[src/fws_params.svh]
// Purpose: constants for the flash write/erase sequencing controller
// Assumes: core_clk at 25 MHz
// Notes: times in ns, cycle counts derived from them
`ifndef FWS_PARAMS_SVH
`define FWS_PARAMS_SVH

`define FWS_CMD_PROG 8'h40
`define FWS_CMD_ERASE 8'h20
`define FWS_CMD_CONFIRM 8'hD0
`define FWS_CMD_CLEAR 8'h50
`define FWS_CMD_ARRAY 8'hFF

`define FWS_SR_READY 7
`define FWS_SR_ERASE_FAIL 5
`define FWS_SR_PROG_FAIL 4
`define FWS_SR_SUPPLY_LOW 3
`define FWS_STAT_MASK 8'hF8

`define FWS_CLK_NS 40
`define FWS_T_STROBE_NS 120
`define FWS_STROBE_CYC ((`FWS_T_STROBE_NS + `FWS_CLK_NS - 1) / `FWS_CLK_NS)
`define FWS_T_RFALL_NS 200
`define FWS_RFALL_CYC ((`FWS_T_RFALL_NS + `FWS_CLK_NS - 1) / `FWS_CLK_NS)
`define FWS_T_WAKE_NS 1000
`define FWS_WAKE_CYC ((`FWS_T_WAKE_NS + `FWS_CLK_NS - 1) / `FWS_CLK_NS)

`endif

[src/fws_pkg.sv]
// Purpose: types for the flash write/erase sequencing controller
// Assumes: nothing
// Notes: pin group and user request travel as packed structs
package fws_pkg;
	typedef enum logic [1:0] {
		OP_PROGRAM = 2'b00,
		OP_ERASE = 2'b01,
		OP_READ = 2'b10,
		OP_CLEAR = 2'b11
	} fws_op_e;

	typedef struct packed {
		fws_op_e op;
		logic [19:0] addr;
		logic [7:0] data;
	} fws_req_s;

	typedef struct packed {
		logic [19:0] addr;
		logic [7:0] dq_out;
		logic dq_oe;
		logic ce_n;
		logic oe_n;
		logic we_n;
	} fws_pins_s;
endpackage

[src/fws_ctrl.sv]
// Purpose: host-side sequencer for byte program and block erase of a parallel flash
// Assumes: flash pins synchronous to core_clk, one device on the pins
// Notes: every program or erase not aborted by powerdown ends with a read-array write
`timescale 1ns/10ps
`include "fws_params.svh"
module fws_ctrl #(
	parameter int STROBE_CYC = `FWS_STROBE_CYC,
	parameter int RFALL_CYC = `FWS_RFALL_CYC,
	parameter int WAKE_CYC = `FWS_WAKE_CYC
) (
	// clock and reset
	input wire logic core_clk,
	input wire logic reset_n,
	input wire logic clk_en,
	// user side
	input wire logic cmd_valid,
	input fws_pkg::fws_req_s cmd_req,
	output logic cmd_ready_r,
	output logic done_r,
	output logic abort_r,
	output logic [7:0] status_r,
	output logic [2:0] err_acc_r,
	output logic [7:0] rd_data_r,
	input wire logic pd_req,
	// flash pins
	output fws_pkg::fws_pins_s pins_r,
	input wire logic [7:0] dq_in,
	input wire logic ready_busy_in,
	output logic pwd_n_r
);
	typedef enum logic [3:0] {
		S_IDLE = 4'h0,
		S_CMD1 = 4'h1,
		S_CMD2 = 4'h2,
		S_WAIT = 4'h3,
		S_POLL = 4'h4,
		S_CHECK = 4'h5,
		S_CLR = 4'h6,
		S_ARRAY = 4'h7,
		S_READ = 4'h8,
		S_PD = 4'h9,
		S_WAKE = 4'hA
	} fws_state_e;

	fws_state_e state_r;
	fws_pkg::fws_req_s op_r;
	logic pend_r;
	logic req_valid_r;
	logic req_write_r;
	logic [7:0] req_data_r;
	logic [7:0] cnt_r;
	logic bus_idle;
	logic bus_done;
	logic [7:0] bus_rd;

	// write flag and data byte of the cycle a state issues
	function automatic logic [8:0] cycle_of(input fws_state_e st, input fws_pkg::fws_req_s r);
		logic [8:0] v;
		v = {1'b0, 8'h00};
		unique case (st)
			S_CMD1: v = {1'b1, (r.op == fws_pkg::OP_ERASE) ? `FWS_CMD_ERASE : `FWS_CMD_PROG};
			S_CMD2: v = {1'b1, (r.op == fws_pkg::OP_ERASE) ? `FWS_CMD_CONFIRM : r.data};
			S_CLR: v = {1'b1, `FWS_CMD_CLEAR};
			S_ARRAY: v = {1'b1, `FWS_CMD_ARRAY};
			default: v = {1'b0, 8'h00};
		endcase
		return v;
	endfunction

	wire issue_st = (state_r == S_CMD1) || (state_r == S_CMD2) || (state_r == S_POLL) ||
		(state_r == S_CLR) || (state_r == S_ARRAY) || (state_r == S_READ);
	wire [8:0] cyc_w = cycle_of(state_r, op_r);
	wire issue_go = issue_st && !pend_r && bus_idle && !req_valid_r;
	wire [7:0] stat_w = bus_rd & `FWS_STAT_MASK;
	wire stat_ready = stat_w[`FWS_SR_READY];
	wire [2:0] stat_err = {stat_w[`FWS_SR_ERASE_FAIL], stat_w[`FWS_SR_PROG_FAIL], stat_w[`FWS_SR_SUPPLY_LOW]};
	wire is_prog_erase = (op_r.op == fws_pkg::OP_PROGRAM) || (op_r.op == fws_pkg::OP_ERASE);
	wire pd_hit = pd_req && (state_r != S_PD) && (state_r != S_WAKE);
	wire bus_abort = pd_req || !pwd_n_r;

	fws_bus_cycle #(
		.STROBE_CYC(STROBE_CYC)
	) u_bus (
		.core_clk(core_clk),
		.reset_n(reset_n),
		.clk_en(clk_en),
		.req_valid(req_valid_r),
		.req_write(req_write_r),
		.req_addr(op_r.addr),
		.req_data(req_data_r),
		.abort(bus_abort),
		.idle_r(bus_idle),
		.done_r(bus_done),
		.rd_data_r(bus_rd),
		.pins_r(pins_r),
		.dq_in(dq_in)
	);

	always_ff @(posedge core_clk or negedge reset_n) begin
		if (!reset_n) begin
			state_r <= S_IDLE;
			op_r <= '{op: fws_pkg::OP_PROGRAM, addr: 20'h00000, data: 8'h00};
			pend_r <= 1'b0;
			req_valid_r <= 1'b0;
			req_write_r <= 1'b0;
			req_data_r <= 8'h00;
			cnt_r <= 8'h00;
			cmd_ready_r <= 1'b1;
			done_r <= 1'b0;
			abort_r <= 1'b0;
			status_r <= 8'h00;
			err_acc_r <= 3'b000;
			rd_data_r <= 8'h00;
			pwd_n_r <= 1'b1;
		end else if (clk_en) begin
			done_r <= 1'b0;
			req_valid_r <= 1'b0;
			if (issue_go) begin
				req_valid_r <= 1'b1;
				req_write_r <= cyc_w[8];
				req_data_r <= cyc_w[7:0];
				pend_r <= 1'b1;
			end
			if (bus_done) begin
				pend_r <= 1'b0;
			end
			if (pd_hit) begin
				// powerdown aborts any sequence; user must repeat it
				state_r <= S_PD;
				pwd_n_r <= 1'b0;
				pend_r <= 1'b0;
				req_valid_r <= 1'b0;
				cmd_ready_r <= 1'b0;
				if (state_r != S_IDLE) begin
					abort_r <= 1'b1;
					done_r <= 1'b1;
				end
			end else begin
				unique case (state_r)
					S_IDLE: begin
						if (cmd_valid) begin
							op_r <= cmd_req;
							cmd_ready_r <= 1'b0;
							abort_r <= 1'b0;
							unique case (cmd_req.op)
								fws_pkg::OP_PROGRAM, fws_pkg::OP_ERASE: state_r <= S_CMD1;
								fws_pkg::OP_READ: state_r <= S_READ;
								fws_pkg::OP_CLEAR: state_r <= S_CLR;
							endcase
						end
					end
					S_CMD1: begin
						if (bus_done) begin
							state_r <= S_CMD2;
						end
					end
					S_CMD2: begin
						if (bus_done) begin
							cnt_r <= 8'(RFALL_CYC);
							state_r <= S_WAIT;
						end
					end
					S_WAIT: begin
						if (cnt_r == 8'h00) begin
							state_r <= S_POLL;
						end else begin
							cnt_r <= cnt_r - 8'h01;
						end
					end
					S_POLL: begin
						// each poll is a fresh read cycle, so oe_n rises between reads
						if (bus_done) begin
							status_r <= stat_w;
							if (stat_ready) begin
								state_r <= S_CHECK;
							end
						end
					end
					S_CHECK: begin
						// errors accumulate until the user clears them
						err_acc_r <= err_acc_r | stat_err;
						state_r <= (stat_err != 3'b000) ? S_CLR : S_ARRAY;
					end
					S_CLR: begin
						if (bus_done) begin
							if (op_r.op == fws_pkg::OP_CLEAR) begin
								err_acc_r <= 3'b000;
								status_r <= 8'h00;
							end
							state_r <= S_ARRAY;
						end
					end
					S_ARRAY: begin
						if (bus_done) begin
							done_r <= 1'b1;
							cmd_ready_r <= 1'b1;
							state_r <= S_IDLE;
						end
					end
					S_READ: begin
						if (bus_done) begin
							rd_data_r <= bus_rd;
							done_r <= 1'b1;
							cmd_ready_r <= 1'b1;
							state_r <= S_IDLE;
						end
					end
					S_PD: begin
						if (!pd_req) begin
							pwd_n_r <= 1'b1;
							cnt_r <= 8'(WAKE_CYC);
							state_r <= S_WAKE;
						end
					end
					S_WAKE: begin
						// device comes back in array-read mode, no read-array write needed
						if (cnt_r == 8'h00) begin
							cmd_ready_r <= 1'b1;
							state_r <= S_IDLE;
						end else begin
							cnt_r <= cnt_r - 8'h01;
						end
					end
					default: state_r <= S_IDLE;
				endcase
			end
		end
	end

	chk_prog_setup_code: assert property (@(posedge core_clk) disable iff (!reset_n)
		req_valid_r && state_r == S_CMD1 && op_r.op == fws_pkg::OP_PROGRAM |-> req_write_r && req_data_r == 8'h40)
		else $error("program setup code wrong");
	chk_prog_data_addr: assert property (@(posedge core_clk) disable iff (!reset_n)
		req_valid_r && state_r == S_CMD2 && op_r.op == fws_pkg::OP_PROGRAM |-> req_data_r == op_r.data ##1
		(pins_r.addr == op_r.addr)[*2])
		else $error("program data cycle wrong");
	chk_erase_codes: assert property (@(posedge core_clk) disable iff (!reset_n)
		req_valid_r && op_r.op == fws_pkg::OP_ERASE && (state_r == S_CMD1 || state_r == S_CMD2) |->
		req_data_r == ((state_r == S_CMD1) ? 8'h20 : 8'hD0))
		else $error("erase code wrong");
	chk_clear_code: assert property (@(posedge core_clk) disable iff (!reset_n)
		req_valid_r && state_r == S_CLR |-> req_write_r && req_data_r == 8'h50)
		else $error("clear-status code wrong");
	chk_array_before_done: assert property (@(posedge core_clk) disable iff (!reset_n)
		$rose(done_r) && is_prog_erase && !abort_r |-> $past(state_r) == S_ARRAY && $past(req_data_r) == 8'hFF)
		else $error("program or erase finished without read-array write");
	chk_supply_low_clear: assert property (@(posedge core_clk) disable iff (!reset_n)
		clk_en && !pd_req && state_r == S_CHECK && status_r[`FWS_SR_SUPPLY_LOW] |=> state_r == S_CLR)
		else $error("supply-low not cleared before retry");
	chk_poll_toggle: assert property (@(posedge core_clk) disable iff (!reset_n)
		clk_en && !pd_req && state_r == S_POLL && bus_done && !stat_ready |-> pins_r.oe_n ##1
		(state_r == S_POLL && pins_r.oe_n) ##1 pins_r.oe_n)
		else $error("status polls not separated by oe_n high");
	chk_powerdown_abort: assert property (@(posedge core_clk) disable iff (!reset_n)
		clk_en && pd_hit && state_r != S_IDLE |=> !pwd_n_r && abort_r && done_r && state_r == S_PD)
		else $error("powerdown did not abort sequence");
	chk_err_sticky: assert property (@(posedge core_clk) disable iff (!reset_n)
		$fell(|err_acc_r) |-> $past(state_r) == S_CLR && op_r.op == fws_pkg::OP_CLEAR)
		else $error("accumulated error dropped without clear");
endmodule

[src/fws_bus_cycle.sv]
// Purpose: one read or write cycle on the flash pins
// Assumes: request pulse only while idle_r is high
// Notes: strobes return high after each cycle, so reads toggle oe_n
`timescale 1ns/10ps
`include "fws_params.svh"
module fws_bus_cycle #(
	parameter int STROBE_CYC = `FWS_STROBE_CYC
) (
	// clock and reset
	input wire logic core_clk,
	input wire logic reset_n,
	input wire logic clk_en,
	// request
	input wire logic req_valid,
	input wire logic req_write,
	input wire logic [19:0] req_addr,
	input wire logic [7:0] req_data,
	input wire logic abort,
	// answer
	output logic idle_r,
	output logic done_r,
	output logic [7:0] rd_data_r,
	// flash pins
	output fws_pkg::fws_pins_s pins_r,
	input wire logic [7:0] dq_in
);
	typedef enum logic [1:0] {
		B_IDLE = 2'b00,
		B_SETUP = 2'b01,
		B_STROBE = 2'b10,
		B_HOLD = 2'b11
	} fws_bstate_e;

	fws_bstate_e state_r;
	logic [7:0] cnt_r;
	logic wr_r;
	wire cnt_zero = (cnt_r == 8'h00);

	always_ff @(posedge core_clk or negedge reset_n) begin
		if (!reset_n) begin
			state_r <= B_IDLE;
			cnt_r <= 8'h00;
			wr_r <= 1'b0;
			idle_r <= 1'b1;
			done_r <= 1'b0;
			rd_data_r <= 8'h00;
			pins_r <= '{addr: 20'h00000, dq_out: 8'h00, dq_oe: 1'b0, ce_n: 1'b1, oe_n: 1'b1, we_n: 1'b1};
		end else if (clk_en) begin
			done_r <= 1'b0;
			if (abort) begin
				state_r <= B_IDLE;
				idle_r <= 1'b1;
				pins_r.dq_oe <= 1'b0;
				pins_r.ce_n <= 1'b1;
				pins_r.oe_n <= 1'b1;
				pins_r.we_n <= 1'b1;
			end else begin
				unique case (state_r)
					B_IDLE: begin
						if (req_valid) begin
							wr_r <= req_write;
							pins_r.addr <= req_addr;
							pins_r.dq_out <= req_data;
							pins_r.dq_oe <= req_write;
							pins_r.ce_n <= 1'b0;
							idle_r <= 1'b0;
							state_r <= B_SETUP;
						end
					end
					B_SETUP: begin
						pins_r.we_n <= !wr_r;
						pins_r.oe_n <= wr_r;
						cnt_r <= 8'(STROBE_CYC - 1);
						state_r <= B_STROBE;
					end
					B_STROBE: begin
						if (cnt_zero) begin
							// write data latched by the device on this rising edge of we_n
							pins_r.we_n <= 1'b1;
							pins_r.oe_n <= 1'b1;
							if (!wr_r) begin
								rd_data_r <= dq_in;
							end
							state_r <= B_HOLD;
						end else begin
							cnt_r <= cnt_r - 8'h01;
						end
					end
					B_HOLD: begin
						pins_r.ce_n <= 1'b1;
						pins_r.dq_oe <= 1'b0;
						done_r <= 1'b1;
						idle_r <= 1'b1;
						state_r <= B_IDLE;
					end
				endcase
			end
		end
	end
endmodule

[config.mk]
export PLATFORM = sky130hd
export DESIGN_NAME = fws_ctrl
export DESIGN_NICKNAME = d
export VERILOG_FILES = /design/src/fws_pkg.sv /design/src/fws_ctrl.sv /design/src/fws_bus_cycle.sv
export VERILOG_INCLUDE_DIRS = /design/src
export SDC_FILE = /design/constraint.sdc
export NUM_CORES = 1
export LEC_CHECK = 0
export BUFFER_PORTS_ARGS = -buffer_cell sky130_fd_sc_hd__clkbuf_2
export CORE_MARGIN = 2
export CORE_UTILIZATION = 56
export DETAILED_ROUTE_END_ITERATION = 8
export PLACE_DENSITY = 0.79
export SLEW_MARGIN = 20
export SYNTH_ARGS = -nofsm -noshare
export SYNTH_HDL_FRONTEND = slang
export SYNTH_SLANG_ARGS = --single-unit
export TNS_END_PERCENT = 100
[constraint.sdc]
create_clock -name core_clk -period 2.95 [get_ports core_clk]
set_clock_uncertainty 0.1 [all_clocks]
set_input_delay 0.1475 -clock core_clk [delete_from_list [all_inputs] [get_ports core_clk]]
set_output_delay 0.1475 -clock core_clk [all_outputs]
set_load 0.01 [all_outputs]
==> flow_metrics.env <==
export IMPL_status="complete, no violations"
export IMPL_synth_ff_type="dfrtp_1"
export IMPL_clock_latency_ns=0.53
export IMPL_start_util=0.572
export IMPL_tightest_slew_ns=0.736
export IMPL_ant_nets=0
export IMPL_met1_usage=0.333
export IMPL_layout_nets=713
export IMPL_drcViolationCount=0
export IMPL_clock_sinks=125
export IMPL_crit_path_max_incr_delay_ns=0.56
export IMPL_rsz0062_at_grt="false"
export IMPL_maxSlewHeadroom=0.506
export IMPL_wirelength_um=14000
export IMPL_die_w_um=106
export IMPL_cts_clk_slew_worst_paths_ns=0.06
export IMPL_drt_iter0_markers=301
export IMPL_power_uw=6540
export IMPL_synthSimpleGateAreaFrac=0.129
export IMPL_core_rowCount=37
export IMPL_fp_coreArea_um2=10300
export IMPL_synth_top_family_by_area="multiplexers"
export IMPL_vias_per_cell=5.72
export IMPL_synthArstFlopShare=1.00
export IMPL_dp_cells=736
export IMPL_fin_crit_ns=2.46
export IMPL_critPathRequiredTime_ns=3.26
export IMPL_ys_seq_area_frac=0.534
export IMPL_synth_compound_area_frac=0.116
export IMPL_synth_adder_area_share=0.0170
export IMPL_dp_hpwl_um=8880
export IMPL_grt_pass1_wl_um=23200
export IMPL_dr_total_vias=4636
export IMPL_synth_distinct_cells=64
export IMPL_grt_usage=0.263
export IMPL_worstSetupStartpointType="register"
export IMPL_dr_pass1_iters=7
export IMPL_clk_path_buf_depth=2
export IMPL_gr_usage_met2=0.435
export IMPL_die_h_um=106
export IMPL_synth_seq_cells=125
export IMPL_syn_area_um2=5870
export IMPL_busiest_layer="met2"
export IMPL_fin_crit_sh=0.835
export IMPL_htreeDepth=4
export IMPL_max_freq_ghz=0.406
export IMPL_areaGrowthSynthToFinish_pct=27.3
export IMPL_power_density_nw_per_um2=874
export IMPL_end_kind="register"
export IMPL_final_setup_tns_ns=0
export IMPL_hold_violations=0
export IMPL_syn_mean_instance_area_um2=11.2
export IMPL_cap_viol_max_count=0
export IMPL_synthXorXnorAreaFrac=0.0119
export IMPL_timing_worst_setup_path_type="register to register"
export IMPL_ir_drop_v=0.000720
export IMPL_yosysWarningCount=0
export IMPL_overflow=0
export IMPL_drive_gt1_frac=0.341
export IMPL_hp_class="input port to asynchronous set/reset pin"
export IMPL_numCtsBuffers=17
export IMPL_critPathSlowestCell="or3_1"
export IMPL_clock_root_buffer="clkbuf_8"
export IMPL_critPathArrivalTime_ns=2.77
export IMPL_final_area_um2=7480
export IMPL_antenna_cells=0
export IMPL_antenna_found_initial=0
export IMPL_synth_edff_count=0
export IMPL_netlist_instances=524
export IMPL_drv_slew=0
export IMPL_cts_tree="done"
export IMPL_io_pins=99
export IMPL_grt_util_met3=0.0576
export IMPL_muxShareOfSynthArea=0.157
export IMPL_final_common_cell="dfrtp_1"
export IMPL_gp_congestion=0.897
export IMPL_hold_slack_ns=0.0913
export IMPL_grt_max_degree=61
export IMPL_routedWlPerCell_um=17.2
export IMPL_most_common_layout_cells="dfrtp_1, clkbuf_2, mux2_2, nor2_1, dlygate4sd3_1"
export IMPL_io_buffer_count=94
export IMPL_die_area_um2=11300
export IMPL_leakagePower_uw=0.00357
export IMPL_cp_cell_sequence="inv_1, ha_1, nor3b_1, and2_1, nand2_1, or3_1, mux2_2"
export IMPL_setup_viol=0
export IMPL_crit_fanout=8
export IMPL_cts_resized=0
export IMPL_fin_cells=810
export IMPL_grt_pass1_vias=4718
export IMPL_placed_area_um2=6470
==> cell usage after synthesis (2+ instances only) <==
cell,count,share of area
inv_1,14,0.0089
mux2_2,77,0.15
ha_1,8,0.017
nand2_1,38,0.024
a21boi_0,2,0.0026
nand3b_1,2,0.0026
o22ai_1,2,0.0021
nor3_1,6,0.0051
o21ai_0,29,0.025
a32o_1,2,0.0034
nand3_1,6,0.0051
mux2i_1,3,0.0051
nand4_1,2,0.0021
nor2_1,52,0.033
mux2_1,2,0.0038
dfrtp_1,120,0.51
or3_1,7,0.0075
buf_4,6,0.0077
o22a_1,2,0.0030
o31ai_1,10,0.013
a31oi_1,5,0.0053
dfstp_2,5,0.022
nor2b_1,7,0.0075
and2_1,2,0.0021
or2_1,2,0.0021
buf_2,10,0.0085
nor4b_1,3,0.0045
and3_1,2,0.0021
buf_1,4,0.0026
a21o_1,2,0.0026
a21oi_1,31,0.026
o41ai_1,2,0.0030
a31o_2,2,0.0030
o2bb2ai_1,3,0.0045
nand2b_1,5,0.0053
xor2_1,7,0.010
nor4_1,4,0.0043
clkbuf_1,11,0.0070
nor3b_1,2,0.0026
==> area by class of cell <==
cell class | count | area (µm²)
clock buffers | 17 | 414
clock inverters | 15 | 176
fillers | 684 | 2800
inverters | 14 | 52.6
multi-input cells | 356 | 2550
flip-flops and latches | 125 | 3130
well taps | 136 | 170
repair buffers | 147 | 983
==> cell families (layout without fill, tap and decap cells) <==
| logic type | after synthesis | in the layout |
|---|---|---|
| AND/OR/NAND/NOR | 150 | 150 |
| flip-flops | 125 | 125 |
| AO/OA/AOI/OAI | 105 | 105 |
| multiplexers | 82 | 82 |
| buffers and inverters | 45 | 193 |
| adder cells (fa/ha/maj) | 8 | 8 |
| XOR/XNOR | 8 | 8 |
| other | 1 | 3 |
==> repair_timing <==
item                       in CTS  in global routing
hold buffers                   42                  0
setup buffers                   0                  0
setup endpoints to repair       0                  0
hold endpoints to repair      162                  0
==> report_power, final <==
group	switching [µW]	leakage [µW]	internal, µW
sequential	381	0.00165	2170
clock	845	0.000278	1230
combinational	1050	0.00164	863
==> worst paths after layout <==
path	startpoint	endpoint	slack, ns	depth (start not counted)
max	u_bus.cnt_r[0]	u_bus.rd_data_r[1]	0.49	7
min	reset_n	err_acc_r[2]	0.09	3
min in group core_clk	pd_req	cmd_ready_r	0.13	4
min reg2reg	req_data_r[7]	req_data_r[7]	0.38	1
max reg2reg	u_bus.cnt_r[0]	u_bus.rd_data_r[1]	0.49	7
max in group asynchronous	reset_n	u_bus.pins_r[12]	2.17	3
==> through the flow <==
| step | setup slack (ns) | utilization |
|---|---|---|
| CTS | 0.498 | 0.728 |
| global placement | 0.572 | 0.630 |
| detailed placement | 0.513 | 0.630 |
| global route | 0.319 | 0.728 |
| finish | 0.486 | 0.728 |
| floorplan | 0.710 | - |
==> routing by layer <==
metal | part of all wire | wire length [µm] | up-vias
li1 | - | - | 2155
met1 | 0.42 | 5830 | 2264
met2 | 0.50 | 7020 | 177
met3 | 0.053 | 737 | 40
met4 | 0.028 | 386 | 0
met5 | 0 | 0 | -
==> registers in the layout (all words and copies together), names as in the netlist <==
register,flops
u_bus.pins_r,31
op_r,30
cnt_r,8
rd_data_r,8
req_data_r,8
u_bus.cnt_r,8
u_bus.rd_data_r,8
status_r,5
state_r,4
err_acc_r,3
u_bus.state_r,2
abort_r,1
cmd_ready_r,1
done_r,1
pend_r,1
pwd_n_r,1
req_valid_r,1
req_write_r,1
u_bus.done_r,1
u_bus.idle_r,1
u_bus.wr_r,1
==> worst max-delay path, delay by kind of cell, from the launching register on <==
| kind | cells | cell delay [ns] |
|---|---|---|
| and+or+nand+nor | 4 | 1.18 |
| buffers and inverters | 1 | 0.12 |
| DFF | 1 | 0.39 |
| muxes | 1 | 0.38 |
| adders and majority gates | 1 | 0.18 |
(Power assumes the default switching activity.)
